===== config.mk =====
export PLATFORM = sky130hd
export DESIGN_NAME = mhf_setup
export DESIGN_NICKNAME = d
export VERILOG_FILES = /design/src/mhf_pkg.sv /design/src/mhf_setup.sv /design/src/mhf_hash_build.sv /design/src/mhf_rx_match.sv
export SDC_FILE = /design/constraint.sdc
export NUM_CORES = 1
export LEC_CHECK = 0
export BUFFER_PORTS_ARGS = -buffer_cell sky130_fd_sc_hd__buf_4
export CAP_MARGIN = 40
export CORE_UTILIZATION = 30
export DETAILED_ROUTE_END_ITERATION = 6
export PLACE_DENSITY = 0.47
export SYNTH_ARGS = -nofsm -noshare
export SYNTH_HDL_FRONTEND = slang
export SYNTH_SLANG_ARGS = --single-unit

===== constraint.sdc =====
create_clock -name ref_clk -period 13.6 [get_ports ref_clk]
set_input_delay 3.4 -clock ref_clk [delete_from_list [all_inputs] [get_ports ref_clk]]
set_output_delay 3.4 -clock ref_clk [all_outputs]
set_load 0.02 [all_outputs]

===== src/mhf_pkg.sv =====
// Purpose: Shared constants and types for the multicast hash filter setup
// Assumes: Command blocks are little-endian dwords in host memory
// Notes:
// How it works
// RULE_01 - Opcode 011b in bits 18:16 of dword 0 means multicast setup
// RULE_02 - End-of-list bit 31 sends engine idle and always raises idle event
// RULE_03 - Suspend bit 30 suspends engine; not-active event only if enabled
// RULE_04 - Interrupt bit 29 raises block-done event; otherwise no event
// RULE_05 - Host writes zeros into reserved command bits 28:19
// RULE_06 - Host clears completion bit 15; device sets it when finished
// RULE_07 - Completion with no-error bit 13 clear means an error occurred
// RULE_08 - 14-bit byte count rounds down to a multiple of 6
// RULE_09 - Zero count leaves hash table fully cleared
// RULE_10 - Host puts multicast bit set in every listed address
// RULE_11 - Next block address is engine base plus 32-bit link
// RULE_12 - Latch count, stream list, wait for hash update, then complete
// RULE_13 - List bytes travel from memory to the hash builder
// RULE_14 - Hash builder clears table, then takes bytes in groups of 6
// RULE_15 - Each full group sets table bit at CRC bits 7:2
// RULE_16 - A trailing partial group leaves the table unchanged
// RULE_17 - Hash builder tells engine when update is finished
// RULE_18 - Hash accept needs multicast bit set and a set table bit
// RULE_19 - Software reset clears the whole hash table; code skips the clear in the cycle a non-setup block's count dword arrives
// RULE_20 - Hashed station address bit 6 applies hash to unicast too
// RULE_21 - Accept-all-multicast bit 3 takes every multicast frame
// RULE_22 - Hash CRC is Ethernet CRC-32 over six bytes in wire order
// RULE_23 - Count in low half of dword 08h, first two bytes above it
package mhf_pkg;
    // ------------------------------------------------------------
    // Command block layout
    // ------------------------------------------------------------
    localparam logic [2:0] MHF_OP_MCSETUP = 3'h3;
    localparam logic [31:0] MHF_OFS_LINK = 32'h4;
    localparam logic [31:0] MHF_OFS_CNT = 32'h8;
    localparam logic [31:0] MHF_OFS_LIST = 32'hc;
    localparam logic [31:0] MHF_DW_STEP = 32'h4;
    localparam int MHF_CNT_W = 14;
    localparam logic [13:0] MHF_GRP = 14'h6;
    localparam logic [1:0] MHF_FIRST_LANE = 2'h2;
    localparam int MHF_HIDX_LSB = 2;
    localparam logic [31:0] MHF_CRC_INIT = 32'hffffffff;
    localparam logic [31:0] MHF_CRC_POLY = 32'hedb88320;

    typedef struct packed {
        logic el;
        logic susp;
        logic intr;
        logic [9:0] rsvd;
        logic [2:0] op;
        logic done;
        logic unused;
        logic ok;
        logic [12:0] st;
    } mhf_cmd_t;

    // ------------------------------------------------------------
    // Register map
    // ------------------------------------------------------------
    localparam logic [7:0] MHF_REG_CTRL = 8'h00;
    localparam logic [7:0] MHF_REG_BASE = 8'h04;
    localparam logic [7:0] MHF_REG_CBP = 8'h08;
    localparam logic [7:0] MHF_REG_CFG = 8'h0c;
    localparam logic [7:0] MHF_REG_STAT = 8'h10;
    localparam logic [7:0] MHF_REG_HLO = 8'h14;
    localparam logic [7:0] MHF_REG_HHI = 8'h18;
    localparam int MHF_CTRL_START = 0;
    localparam int MHF_CTRL_RESUME = 1;
    localparam int MHF_CTRL_SWRST = 2;
    localparam int MHF_CFG_HSA = 6;
    localparam int MHF_CFG_ALLMC = 3;
    localparam int MHF_CFG_CNAEN = 0;
    localparam logic [31:0] MHF_BASE_RST = 32'h0;
    localparam logic [31:0] MHF_CBP_RST = 32'h0;

    typedef struct packed {
        logic hsa;
        logic all_mc;
        logic cna_en;
    } mhf_cfg_t;

    localparam mhf_cfg_t MHF_CFG_RST = 3'h0;

    typedef struct packed {
        logic vld;
        logic [47:0] da;
    } mhf_rx_t;

    typedef enum logic [3:0] {
        MHF_IDLE = 4'h0,
        MHF_RD_CMD = 4'h1,
        MHF_RD_LINK = 4'h3,
        MHF_RD_CNT = 4'h2,
        MHF_EMIT = 4'h6,
        MHF_RD_LIST = 4'h7,
        MHF_WAIT_HASH = 4'h5,
        MHF_WR_STAT = 4'h4,
        MHF_POST = 4'hc,
        MHF_SUSP = 4'hd
    } mhf_state_t;

    // One byte of reflected CRC-32, least significant bit first
    function automatic logic [31:0] mhf_crc8(logic [31:0] c, logic [7:0] b);
        logic [31:0] r;
        r = c;
        for (int i = 0; i < 8; i++) begin
            r = (r[0] ^ b[i]) ? ((r >> 1) ^ MHF_CRC_POLY) : (r >> 1);
        end
        return r;
    endfunction : mhf_crc8
endpackage : mhf_pkg


===== src/mhf_setup.sv =====
// Purpose: Command engine running multicast setup blocks from host memory
// Assumes: Memory answers each read with mem_rvalid; writes never stall
// Notes: Registers reached over a plain strobe port, read data one cycle on
`timescale 1ns/1ns
module mhf_setup (
    // Clock and reset
    input wire logic ref_clk,
    input wire logic reset,
    // Register port
    input wire logic [7:0] reg_addr,
    input wire logic [31:0] reg_wdata,
    input wire logic reg_wr,
    input wire logic reg_rd,
    output logic [31:0] reg_rdata,
    // Host memory port
    output logic mem_rd,
    output logic mem_wr,
    output logic [31:0] mem_addr,
    output logic [31:0] mem_wdata,
    input wire logic [31:0] mem_rdata,
    input wire logic mem_rvalid,
    // Receive filter
    input wire mhf_pkg::mhf_rx_t rx_in,
    output logic rx_accept,
    output logic rx_decided,
    // Engine events
    output logic block_done_event,
    output logic engine_idle_event,
    output logic engine_not_active_event
);
    import mhf_pkg::*;

    // ------------------------------------------------------------
    // Registers
    // ------------------------------------------------------------
    logic [31:0] base_q, base_d, cbp_q, cbp_d, rdata_d;
    mhf_cfg_t cfg_q, cfg_d;
    logic start, resume, sw_rst;

    always_comb begin
        base_d = base_q;
        cbp_d = cbp_q;
        cfg_d = cfg_q;
        start = 1'b0;
        resume = 1'b0;
        sw_rst = 1'b0;
        if (reg_wr) begin
            case (reg_addr)
                MHF_REG_CTRL: begin
                    start = reg_wdata[MHF_CTRL_START];
                    resume = reg_wdata[MHF_CTRL_RESUME];
                    sw_rst = reg_wdata[MHF_CTRL_SWRST];
                end
                MHF_REG_BASE: base_d = reg_wdata;
                MHF_REG_CBP: cbp_d = reg_wdata;
                MHF_REG_CFG: begin
                    cfg_d.hsa = reg_wdata[MHF_CFG_HSA];
                    cfg_d.all_mc = reg_wdata[MHF_CFG_ALLMC];
                    cfg_d.cna_en = reg_wdata[MHF_CFG_CNAEN];
                end
                default: ;
            endcase
        end
    end

    // ------------------------------------------------------------
    // Command engine
    // ------------------------------------------------------------
    mhf_state_t st_q, st_d;
    mhf_cmd_t cmd_q, cmd_d;
    logic [31:0] link_q, link_d, cb_q, cb_d, la_q, la_d, dw_q, dw_d;
    logic [13:0] rem_q, rem_d, cnt;
    logic [1:0] lane_q, lane_d;
    logic pend_q, pend_d, ok_q, ok_d;
    logic rd_d, wr_d;
    logic [31:0] addr_d, wdata_d;
    logic bdone_d, eidle_d, ena_d;
    logic hclr, bvld, lend, hdone;
    logic [7:0] bdata;
    logic [63:0] table_w;

    always_comb begin
        st_d = st_q;
        cmd_d = cmd_q;
        link_d = link_q;
        cb_d = cb_q;
        la_d = la_q;
        dw_d = dw_q;
        rem_d = rem_q;
        lane_d = lane_q;
        pend_d = pend_q;
        ok_d = ok_q;
        rd_d = 1'b0;
        wr_d = 1'b0;
        addr_d = mem_addr;
        wdata_d = mem_wdata;
        bdone_d = 1'b0;
        eidle_d = 1'b0;
        ena_d = 1'b0;
        hclr = sw_rst; // [RULE_19]
        bvld = 1'b0;
        lend = 1'b0;
        bdata = dw_q[{lane_q, 3'h0} +: 8]; // [RULE_13]
        cnt = mem_rdata[MHF_CNT_W-1:0]; // [RULE_23]
        case (st_q)
            MHF_IDLE: begin
                if (start) begin
                    cb_d = base_q + cbp_q;
                    st_d = MHF_RD_CMD;
                end
            end
            MHF_SUSP: begin
                if (resume) begin
                    st_d = MHF_RD_CMD;
                end
            end
            MHF_RD_CMD, MHF_RD_LINK, MHF_RD_CNT, MHF_RD_LIST: begin
                if (!pend_q) begin
                    rd_d = 1'b1;
                    pend_d = 1'b1;
                    case (st_q)
                        MHF_RD_CMD: addr_d = cb_q;
                        MHF_RD_LINK: addr_d = cb_q + MHF_OFS_LINK;
                        MHF_RD_CNT: addr_d = cb_q + MHF_OFS_CNT;
                        default: addr_d = la_q;
                    endcase
                end else if (mem_rvalid) begin
                    pend_d = 1'b0;
                    case (st_q)
                        MHF_RD_CMD: begin
                            cmd_d = mem_rdata;
                            st_d = MHF_RD_LINK;
                        end
                        MHF_RD_LINK: begin
                            link_d = mem_rdata;
                            st_d = MHF_RD_CNT;
                        end
                        MHF_RD_CNT: begin
                            dw_d = mem_rdata;
                            lane_d = MHF_FIRST_LANE; // [RULE_23]
                            rem_d = cnt - (cnt % MHF_GRP); // [RULE_08]
                            la_d = cb_q + MHF_OFS_LIST;
                            ok_d = (cmd_q.op == MHF_OP_MCSETUP); // [RULE_01]
                            hclr = ok_d; // [RULE_14]
                            st_d = ok_d ? MHF_EMIT : MHF_WR_STAT;
                        end
                        default: begin
                            dw_d = mem_rdata;
                            lane_d = 2'h0;
                            la_d = la_q + MHF_DW_STEP;
                            st_d = MHF_EMIT;
                        end
                    endcase
                end
            end
            MHF_EMIT: begin
                if (rem_q == 14'h0) begin
                    lend = 1'b1; // [RULE_09] [RULE_12]
                    st_d = MHF_WAIT_HASH;
                end else begin
                    bvld = 1'b1; // [RULE_13]
                    rem_d = rem_q - 14'h1;
                    lane_d = lane_q + 2'h1;
                    if (lane_q == 2'h3 && rem_q != 14'h1) begin
                        st_d = MHF_RD_LIST;
                    end
                end
            end
            MHF_WAIT_HASH: begin
                if (hdone) begin
                    st_d = MHF_WR_STAT; // [RULE_17]
                end
            end
            MHF_WR_STAT: begin
                wr_d = 1'b1;
                addr_d = cb_q;
                wdata_d = {cmd_q[31:16], 1'b1, 1'b0, ok_q, 13'h0}; // [RULE_06]
                st_d = MHF_POST;
            end
            MHF_POST: begin
                cb_d = base_q + link_q; // [RULE_11]
                bdone_d = cmd_q.intr; // [RULE_04]
                if (cmd_q.el) begin
                    eidle_d = 1'b1; // [RULE_02]
                    st_d = MHF_IDLE;
                end else if (cmd_q.susp) begin
                    ena_d = cfg_q.cna_en; // [RULE_03]
                    st_d = MHF_SUSP;
                end else begin
                    st_d = MHF_RD_CMD;
                end
            end
            default: st_d = MHF_IDLE;
        endcase
        if (sw_rst) begin
            st_d = MHF_IDLE;
            pend_d = 1'b0;
        end
    end

    always_comb begin
        rdata_d = 32'h0;
        if (reg_rd) begin
            case (reg_addr)
                MHF_REG_BASE: rdata_d = base_q;
                MHF_REG_CBP: rdata_d = cbp_q;
                MHF_REG_CFG: begin
                    rdata_d[MHF_CFG_HSA] = cfg_q.hsa;
                    rdata_d[MHF_CFG_ALLMC] = cfg_q.all_mc;
                    rdata_d[MHF_CFG_CNAEN] = cfg_q.cna_en;
                end
                MHF_REG_STAT: rdata_d = {27'h0, ok_q, st_q};
                MHF_REG_HLO: rdata_d = table_w[31:0];
                MHF_REG_HHI: rdata_d = table_w[63:32];
                default: rdata_d = 32'h0;
            endcase
        end
    end

    always_ff @(posedge ref_clk) begin
        if (reset) begin
            base_q <= MHF_BASE_RST;
            cbp_q <= MHF_CBP_RST;
            cfg_q <= MHF_CFG_RST;
            reg_rdata <= 32'h0;
            st_q <= MHF_IDLE;
            cmd_q <= '0;
            link_q <= 32'h0;
            cb_q <= 32'h0;
            la_q <= 32'h0;
            dw_q <= 32'h0;
            rem_q <= 14'h0;
            lane_q <= 2'h0;
            pend_q <= 1'b0;
            ok_q <= 1'b0;
            mem_rd <= 1'b0;
            mem_wr <= 1'b0;
            mem_addr <= 32'h0;
            mem_wdata <= 32'h0;
            block_done_event <= 1'b0;
            engine_idle_event <= 1'b0;
            engine_not_active_event <= 1'b0;
        end else begin
            base_q <= base_d;
            cbp_q <= cbp_d;
            cfg_q <= cfg_d;
            reg_rdata <= rdata_d;
            st_q <= st_d;
            cmd_q <= cmd_d;
            link_q <= link_d;
            cb_q <= cb_d;
            la_q <= la_d;
            dw_q <= dw_d;
            rem_q <= rem_d;
            lane_q <= lane_d;
            pend_q <= pend_d;
            ok_q <= ok_d;
            mem_rd <= rd_d;
            mem_wr <= wr_d;
            mem_addr <= addr_d;
            mem_wdata <= wdata_d;
            block_done_event <= bdone_d;
            engine_idle_event <= eidle_d;
            engine_not_active_event <= ena_d;
        end
    end

    // ------------------------------------------------------------
    // Hash builder and receive filter
    // ------------------------------------------------------------
    mhf_hash_build u_hash (
        .ref_clk(ref_clk),
        .reset(reset),
        .clr(hclr),
        .byte_vld(bvld),
        .byte_in(bdata),
        .list_end(lend),
        .table_q(table_w),
        .done_q(hdone)
    );

    mhf_rx_match u_rx (
        .ref_clk(ref_clk),
        .reset(reset),
        .rx(rx_in),
        .table_in(table_w),
        .cfg(cfg_q),
        .accept_q(rx_accept),
        .decided_q(rx_decided)
    );
endmodule : mhf_setup


===== src/mhf_hash_build.sv =====
// Purpose: Builds the 64-bit hash table from a stream of list bytes
// Assumes: Bytes arrive one per cycle in wire order
// Notes: Table updates on the edge that takes the sixth byte
`timescale 1ns/1ns
module mhf_hash_build (
    // Clock and reset
    input wire logic ref_clk,
    input wire logic reset,
    // Byte stream from the engine
    input wire logic clr,
    input wire logic byte_vld,
    input wire logic [7:0] byte_in,
    input wire logic list_end,
    // Table and completion
    output logic [63:0] table_q,
    output logic done_q
);
    import mhf_pkg::*;

    logic [31:0] crc_q, crc_d, nxt;
    logic [2:0] n_q, n_d;
    logic [63:0] tbl_d;
    logic done_d;

    always_comb begin
        crc_d = crc_q;
        n_d = n_q;
        tbl_d = table_q;
        done_d = 1'b0;
        nxt = mhf_crc8(crc_q, byte_in); // [RULE_22]
        if (clr) begin
            tbl_d = '0; // [RULE_14] [RULE_19]
            crc_d = MHF_CRC_INIT;
            n_d = '0;
        end else if (list_end) begin
            crc_d = MHF_CRC_INIT; // [RULE_16]
            n_d = '0;
            done_d = 1'b1; // [RULE_17]
        end else if (byte_vld) begin
            if (n_q == 3'(MHF_GRP - 14'h1)) begin
                tbl_d[nxt[MHF_HIDX_LSB +: 6]] = 1'b1; // [RULE_15]
                crc_d = MHF_CRC_INIT;
                n_d = '0;
            end else begin
                crc_d = nxt;
                n_d = n_q + 3'h1;
            end
        end
    end

    always_ff @(posedge ref_clk) begin
        if (reset) begin
            crc_q <= MHF_CRC_INIT;
            n_q <= '0;
            table_q <= '0;
            done_q <= 1'b0;
        end else begin
            crc_q <= crc_d;
            n_q <= n_d;
            table_q <= tbl_d;
            done_q <= done_d;
        end
    end
endmodule : mhf_hash_build


===== src/mhf_rx_match.sv =====
// Purpose: Receive-side address filter using the hash table
// Assumes: Destination address arrives in one cycle, first byte in da[7:0]
// Notes: Decision is registered one cycle after rx.vld
`timescale 1ns/1ns
module mhf_rx_match (
    // Clock and reset
    input wire logic ref_clk,
    input wire logic reset,
    // Frame address and filter state
    input wire mhf_pkg::mhf_rx_t rx,
    input wire logic [63:0] table_in,
    input wire mhf_pkg::mhf_cfg_t cfg,
    // Decision
    output logic accept_q,
    output logic decided_q
);
    import mhf_pkg::*;

    logic [31:0] c;
    logic mc, hit, accept_d;

    always_comb begin
        c = MHF_CRC_INIT;
        for (int i = 0; i < 6; i++) begin
            c = mhf_crc8(c, rx.da[8*i +: 8]); // [RULE_22]
        end
        mc = rx.da[0];
        hit = table_in[c[MHF_HIDX_LSB +: 6]];
        accept_d = rx.vld && ((mc && cfg.all_mc) || // [RULE_21]
            (hit && (mc || cfg.hsa))); // [RULE_18] [RULE_20]
    end

    always_ff @(posedge ref_clk) begin
        if (reset) begin
            accept_q <= 1'b0;
            decided_q <= 1'b0;
        end else begin
            accept_q <= accept_d;
            decided_q <= rx.vld;
        end
    end
endmodule : mhf_rx_match


==> results of run 1 <==
cell type report:
class,instances,area [um2]
multi-input combinational,2446,15100
timing repair buffer,266,2080
antenna,1,2.50
sequential,422,8450
fill,8560,51900
inverter,36,135
clock inverter,19,150
clock buffer,69,1420
tap,1060,1330
registers in the layout, summed over array words and instances (netlist names), 2 cells and up:
signal,count
dw_q,32
mem_wdata,18
cfg_q,3
rem_q,14
base_q,32
lane_q,2
u_hash.n_q,3
u_hash.crc_q,32
link_q,32
st_q,4
u_hash.table_q,64
cbp_q,32
reg_rdata,32
la_q,32
cmd_q,16
mem_addr,32
cb_q,32
where the power goes:
group | internal (mW) | switching, mW | total, mW
Combinational | 2.56 | 3.79 | 6.34
Sequential | 1.24 | 0.000837 | 1.24
Clock | 0.748 | 0.567 | 1.32
metrics by stage:
stage               cells  total power, mW  hold WS, ps
detailed placement   4230             7.60          443
finish               4319             8.90          452
global placement     4218             7.59          441
global route         4319             9.38          467
floorplan            3119             6.35          432
CTS                  4318             8.94          450
final timing paths:
path	start	end	slack, ps	cells past startpoint
worst max-delay path	mem_rdata[10]	rem_q[13]$_SDFFE_PP0P_	4090	33
worst min-delay path	cmd_q[23]$_SDFFE_PP0P_	mem_wdata[23]$_SDFFE_PP0P_	450	2
worst max register to register	st_q[2]$_SDFFE_PP0P_	cb_q[30]$_SDFFE_PP0P_	6970	21
worst min register to register	cmd_q[23]$_SDFFE_PP0P_	mem_wdata[23]$_SDFFE_PP0P_	450	2
metal layers:
metal | GRT usage [%] | up-vias | routed length (um)
li1 | - | 11000 | -
met1 | 29.9 | 10700 | 42100
met2 | 33.3 | 660 | 40100
met3 | 2.60 | 111 | 4720
met4 | 6.01 | 0 | 2160
met5 | 0 | - | 0
critical path: cells and delay by family:
kind | cells | cell delay, ps
compound gates | 20 | 4010
simple gates | 7 | 1140
mux | 2 | 530
xor+xnor | 1 | 160
fa+ha+maj | 2 | 580
buf+inv | 1 | 160
logic make-up after synthesis:
group	Yosys count	synth area share [%]
simple gates	1093	19.1
compound gates	833	20.5
flops	422	34.6
xor+xnor	361	14.7
buf+inv	251	4.26
mux	86	4.10
fa+ha+maj	54	2.80
other cells	2	0.0307
cell usage in the layout (no fill, tap or decap), types with 46 or more instances in the layout:
| master | n |
|---|---|
| a211oi_1 | 47 |
| dfxtp_1 | 422 |
| clkbuf_16 | 50 |
| a22oi_1 | 101 |
| nand2_1 | 577 |
| xnor2_1 | 222 |
| nor3_1 | 51 |
| mux2i_1 | 46 |
| xor2_1 | 103 |
| buf_4 | 255 |
| o21ai_0 | 110 |
| ha_1 | 53 |
| a21oi_1 | 399 |
| nor2_1 | 266 |
==> impl_metrics.csv, run 1 <==
group,metric,value,unit
outcome,status,"finished, final reports clean",
timing,setup_viol,0,
logic_synthesis,synth-seq-cells,422,
setup_path,cp_max_fo,14,
final_layout,fin_util,35.5,%
global_routing,antenna_found_initial,1,
clocking,cts_max_path_buffers,3,
logic_synthesis,ys_types,80,
run,cap_violations,0,
die,die_h,287,um
timing,layout_setup_ws,4090,ps
clocking,numCtsBuffers,50,
timing,worst_slew_pin_slew,964,ps
detailed_routing,wl_per_cell,20.6,um
timing,finClkSkew,18.1,ps
detailed_routing,ant_nets,0,
logic_synthesis,async_reset_ff_share,0,%
die,dieArea,82600,um2
placed_design,place_ws,3520,ps
global_routing,grt_use_total,21.1,%
setup_path,worst-setup-path-type,"in -> reg",
clocking,worstSkewPairLatency,610,ps
placed_design,place_congestion,0.897,
pwr,ir_worst_vdd,0.00104,V
placed_design,post-dp-hpwl,66.4,mm
timing,rsz0062_at_grt,"false",
clocking,cts_root_buf,"clkbuf_16",
setup_path,slowest_stage,"o21ai_1",
timing,max_freq,105,MHz
final_layout,area_delta_synth_final,17.2,%
clocking,post_cts_buffers,0,
logic_synthesis,synthFlopType,"dfxtp_1",
global_routing,grt_pass1_wl,134,mm
placed_design,postPlaceCellArea,27000,um2
global_routing,grt_pass1_vias,21300,
clocking,htreeDepth,2,
detailed_routing,drt-initial-drc-count,1898,
detailed_routing,firstDrtPassIters,6,
logic_synthesis,ys_warn_count,0,
setup_path,required,14110,ps
logic_synthesis,synthTopCellsByArea,"dfxtp_1 35%, nand2_1 8.9%, a21oi_1 8.2%, xnor2_1 8.0%, nor2_1 4.1%",
timing,slew_headroom,35.3,%
pwr,p_leak,10.3,nW
clocking,cts_tree,"done",
die,initial_core_util,30.3,%
clocking,hold_buffers,0,
pwr,powerDensity,311,nW/um2
detailed_routing,finalWirelength,89.2,mm
final_layout,fin_area,28600,um2
logic_synthesis,netlist_top_cells_count,"577 x nand2_1, 422 x dfxtp_1, 400 x a21oi_1",
global_routing,grt_max_degree,78,
die,ios,229,
setup_path,cp-start-kind,"input port",
logic_synthesis,synth_edf_count,0,
die,die_w,287,um
setup_path,cp_slowest_stage_delay,410,ps
global_routing,overflow,0,
timing,period_needed,9510,ps
logic_synthesis,ys_seq_area_share,34.6,%
timing,drv_slew,0,
setup_path,cp.arrival,10020,ps
final_layout,nets,3402,
die,coreArea,80500,um2
die,row_count,104,
placed_design,portBuffers,214,
detailed_routing,num_vias,22400,
timing,finalCritPeriodShare,69.9,%
logic_synthesis,yosysTopAreaCell,"dfxtp_1",
clocking,cts_sinks,422,
logic_synthesis,synth_cells,3102,
timing,finalHoldViolCount,0,
logic_synthesis,avgSynthCellArea,7.87,um2
logic_synthesis,synth_most_common_cell,"nand2_1",
timing,fin_tns_setup,0,ps
final_layout,drive_gt1_share,13.6,%
logic_synthesis,synth.top_cell.area_share,34.6,%
hold_path,hold_path.class,"reg -> reg",
detailed_routing,avgViaCountPerCell,5.19,
clocking,cts-resized-gates,0,
detailed_routing,route.detailed.drc,0,
clocking,clk_pin_slew_worst_paths,60,ps
logic_synthesis,netlist_area,24400,um2
setup_path,cp-end-kind,"flop",
(Power assumes the default switching activity.)
==> inputs of run 2 (changes only) <==
==> constraint.sdc (replaced) <==
create_clock -name ref_clk -period 9.88 [get_ports ref_clk]
set_input_delay 2.47 -clock ref_clk [delete_from_list [all_inputs] [get_ports ref_clk]]
set_output_delay 2.47 -clock ref_clk [all_outputs]
set_load 0.02 [all_outputs]
==> impl_metrics.csv, run 2 (synthesized netlist as in run 1, its figures left out) <==
group,metric,value,unit
outcome,status,"finished, final reports clean",
timing,drv_slew,0,
final_layout,max_flop_register,"u_hash.table_q",
timing,fin_tns_setup,0,ps
setup_path,worst-setup-path-type,"in -> reg",
final_layout,drive_gt1_share,13.6,%
detailed_routing,met3WireLength,4.04,mm
pwr,ir_worst_vdd,0.00137,V
timing,period_needed,8630,ps
timing,max_freq,116,MHz
timing,finalCritPeriodShare,87.4,%
clocking,post_cts_buffers,0,
timing,worst_slew_pin_slew,931,ps
clocking,clk_pin_slew_worst_paths,60,ps
setup_path,cp-start-kind,"input port",
hold_path,hold_path.class,"reg -> reg",
clocking,htreeDepth,2,
detailed_routing,drt-initial-drc-count,1973,
timing,finalHoldViolCount,0,
die,row_count,104,
die,initial_core_util,30.3,%
die,die_w,287,um
detailed_routing,avgViaCountPerCell,5.19,
setup_path,cp.arrival,9150,ps
clocking,hold_buffers,0,
die,die_h,287,um
setup_path,cp-end-kind,"flop",
pwr,p_leak,10.3,nW
detailed_routing,wl_per_cell,20.6,um
global_routing,antenna_found_initial,1,
global_routing,grt_pass1_wl,134,mm
detailed_routing,num_vias,22400,
timing,setup_viol,0,
detailed_routing,ant_nets,0,
global_routing,overflow,0,
final_layout,area_delta_synth_final,17.6,%
clocking,cts_max_path_buffers,3,
clocking,worstSkewPairLatency,610,ps
global_routing,grt_use_total,21.1,%
detailed_routing,finalWirelength,89.2,mm
final_layout,final_cell_mix,"577 x nand2_1, 422 x dfxtp_1, 399 x a21oi_1, 266 x nor2_1, 255 x buf_4",
timing,slew_headroom,37.7,%
die,dieArea,82600,um2
detailed_routing,met1Wirelength,42.7,mm
pwr,powerDensity,407,nW/um2
pwr,power,11.7,mW
setup_path,slowest_stage,"a21oi_1",
timing,finClkSkew,18.6,ps
final_layout,final_common_cell,"nand2_1",
final_layout,nets,3402,
detailed_routing,highest_layer,"met4",
die,coreArea,80500,um2
die,ios,229,
placed_design,place_congestion,0.895,
clocking,numCtsBuffers,50,
setup_path,cp_slowest_stage_delay,430,ps
clocking,cts_root_buf,"clkbuf_16",
global_routing,grt_max_degree,79,
clocking,cts-resized-gates,0,
final_layout,largest_reg_flops,64,
detailed_routing,met2WireLength,40.6,mm
placed_design,post-dp-hpwl,66.1,mm
global_routing,grt_pass1_vias,21500,
run,cap_violations,0,
detailed_routing,route.detailed.drc,0,
detailed_routing,firstDrtPassIters,5,
placed_design,portBuffers,214,
setup_path,required,10400,ps
clocking,cts_tree,"done",
setup_path,cp_max_fo,14,
timing,rsz0062_at_grt,"false",
clocking,cts_sinks,422,
-- run 2: changes by cell type in the layout (fill, tap and decap cells not counted), sizes merged --
cell      previous run  this run
inv                 37        35
clkinv              14        11
clkbuf              69        74
clkinvlp             3         2
bufinv               1         3
-- run 2: path summary, 6_finish.rpt --
| check | from | slack [ps] | endpoint | cells after the start |
|---|---|---|---|---|
| worst max-delay path | mem_rdata[10] | 1250 | rem_q[13]$_SDFFE_PP0P_ | 33 |
| worst min-delay path | cmd_q[27]$_SDFFE_PP0P_ | 450 | mem_wdata[27]$_SDFFE_PP0P_ | 2 |
| worst max register to register | st_q[2]$_SDFFE_PP0P_ | 3150 | cb_q[30]$_SDFFE_PP0P_ | 21 |
| worst min register to register | cmd_q[27]$_SDFFE_PP0P_ | 450 | mem_wdata[27]$_SDFFE_PP0P_ | 2 |
-- run 2: metrics by stage --
stage          util [%]  hold slack [ps]  area (um2)  cells  setup WS (ps)
2_1_floorplan         -              432       24500   3119           1610
3_3_place_gp       33.4              441       26900   4218            609
3_5_place_dp       33.6              448       27000   4229            500
4_1_cts            35.7              453       28700   4318           1110
5_1_grt            35.7              469       28700   4319            441
6_report           35.7              455       28700   4320           1250
-- run 2: layout make-up --
cell class,count,area (um2)
antenna,1,2.50
clock buffer,74,1500
clock inverter,15,181
fill,8545,51800
inverter,36,135
multi-input combinational,2446,15100
sequential,422,8450
tap,1060,1330
timing repair buffer,266,2080
-- run 2: layer usage --
metal | vias up | GRT usage (%)
li1 | 11000 | -
met1 | 10700 | 30.0
met2 | 608 | 33.8
met3 | 102 | 2.47
met4 | 0 | 5.05
met5 | - | 0
-- run 2: power breakdown --
group          total (mW)  internal, mW  switching (mW)  leakage (nW)
Combinational        8.08          3.27            4.81          6.12
Sequential           1.71          1.71         0.00102          3.40
Clock                1.91          1.13           0.784         0.828
Total                11.7          6.10            5.60          10.3
-- run 2: worst max-delay path, delay by kind of cell --
family	cells	cell delay (ps)
adders and majority gates	2	570
buffers and inverters	1	160
and+or+nand+nor	7	1150
xor gates and xnor gates	1	150
muxes	2	550
AOI/OAI and AO/OA	20	4070
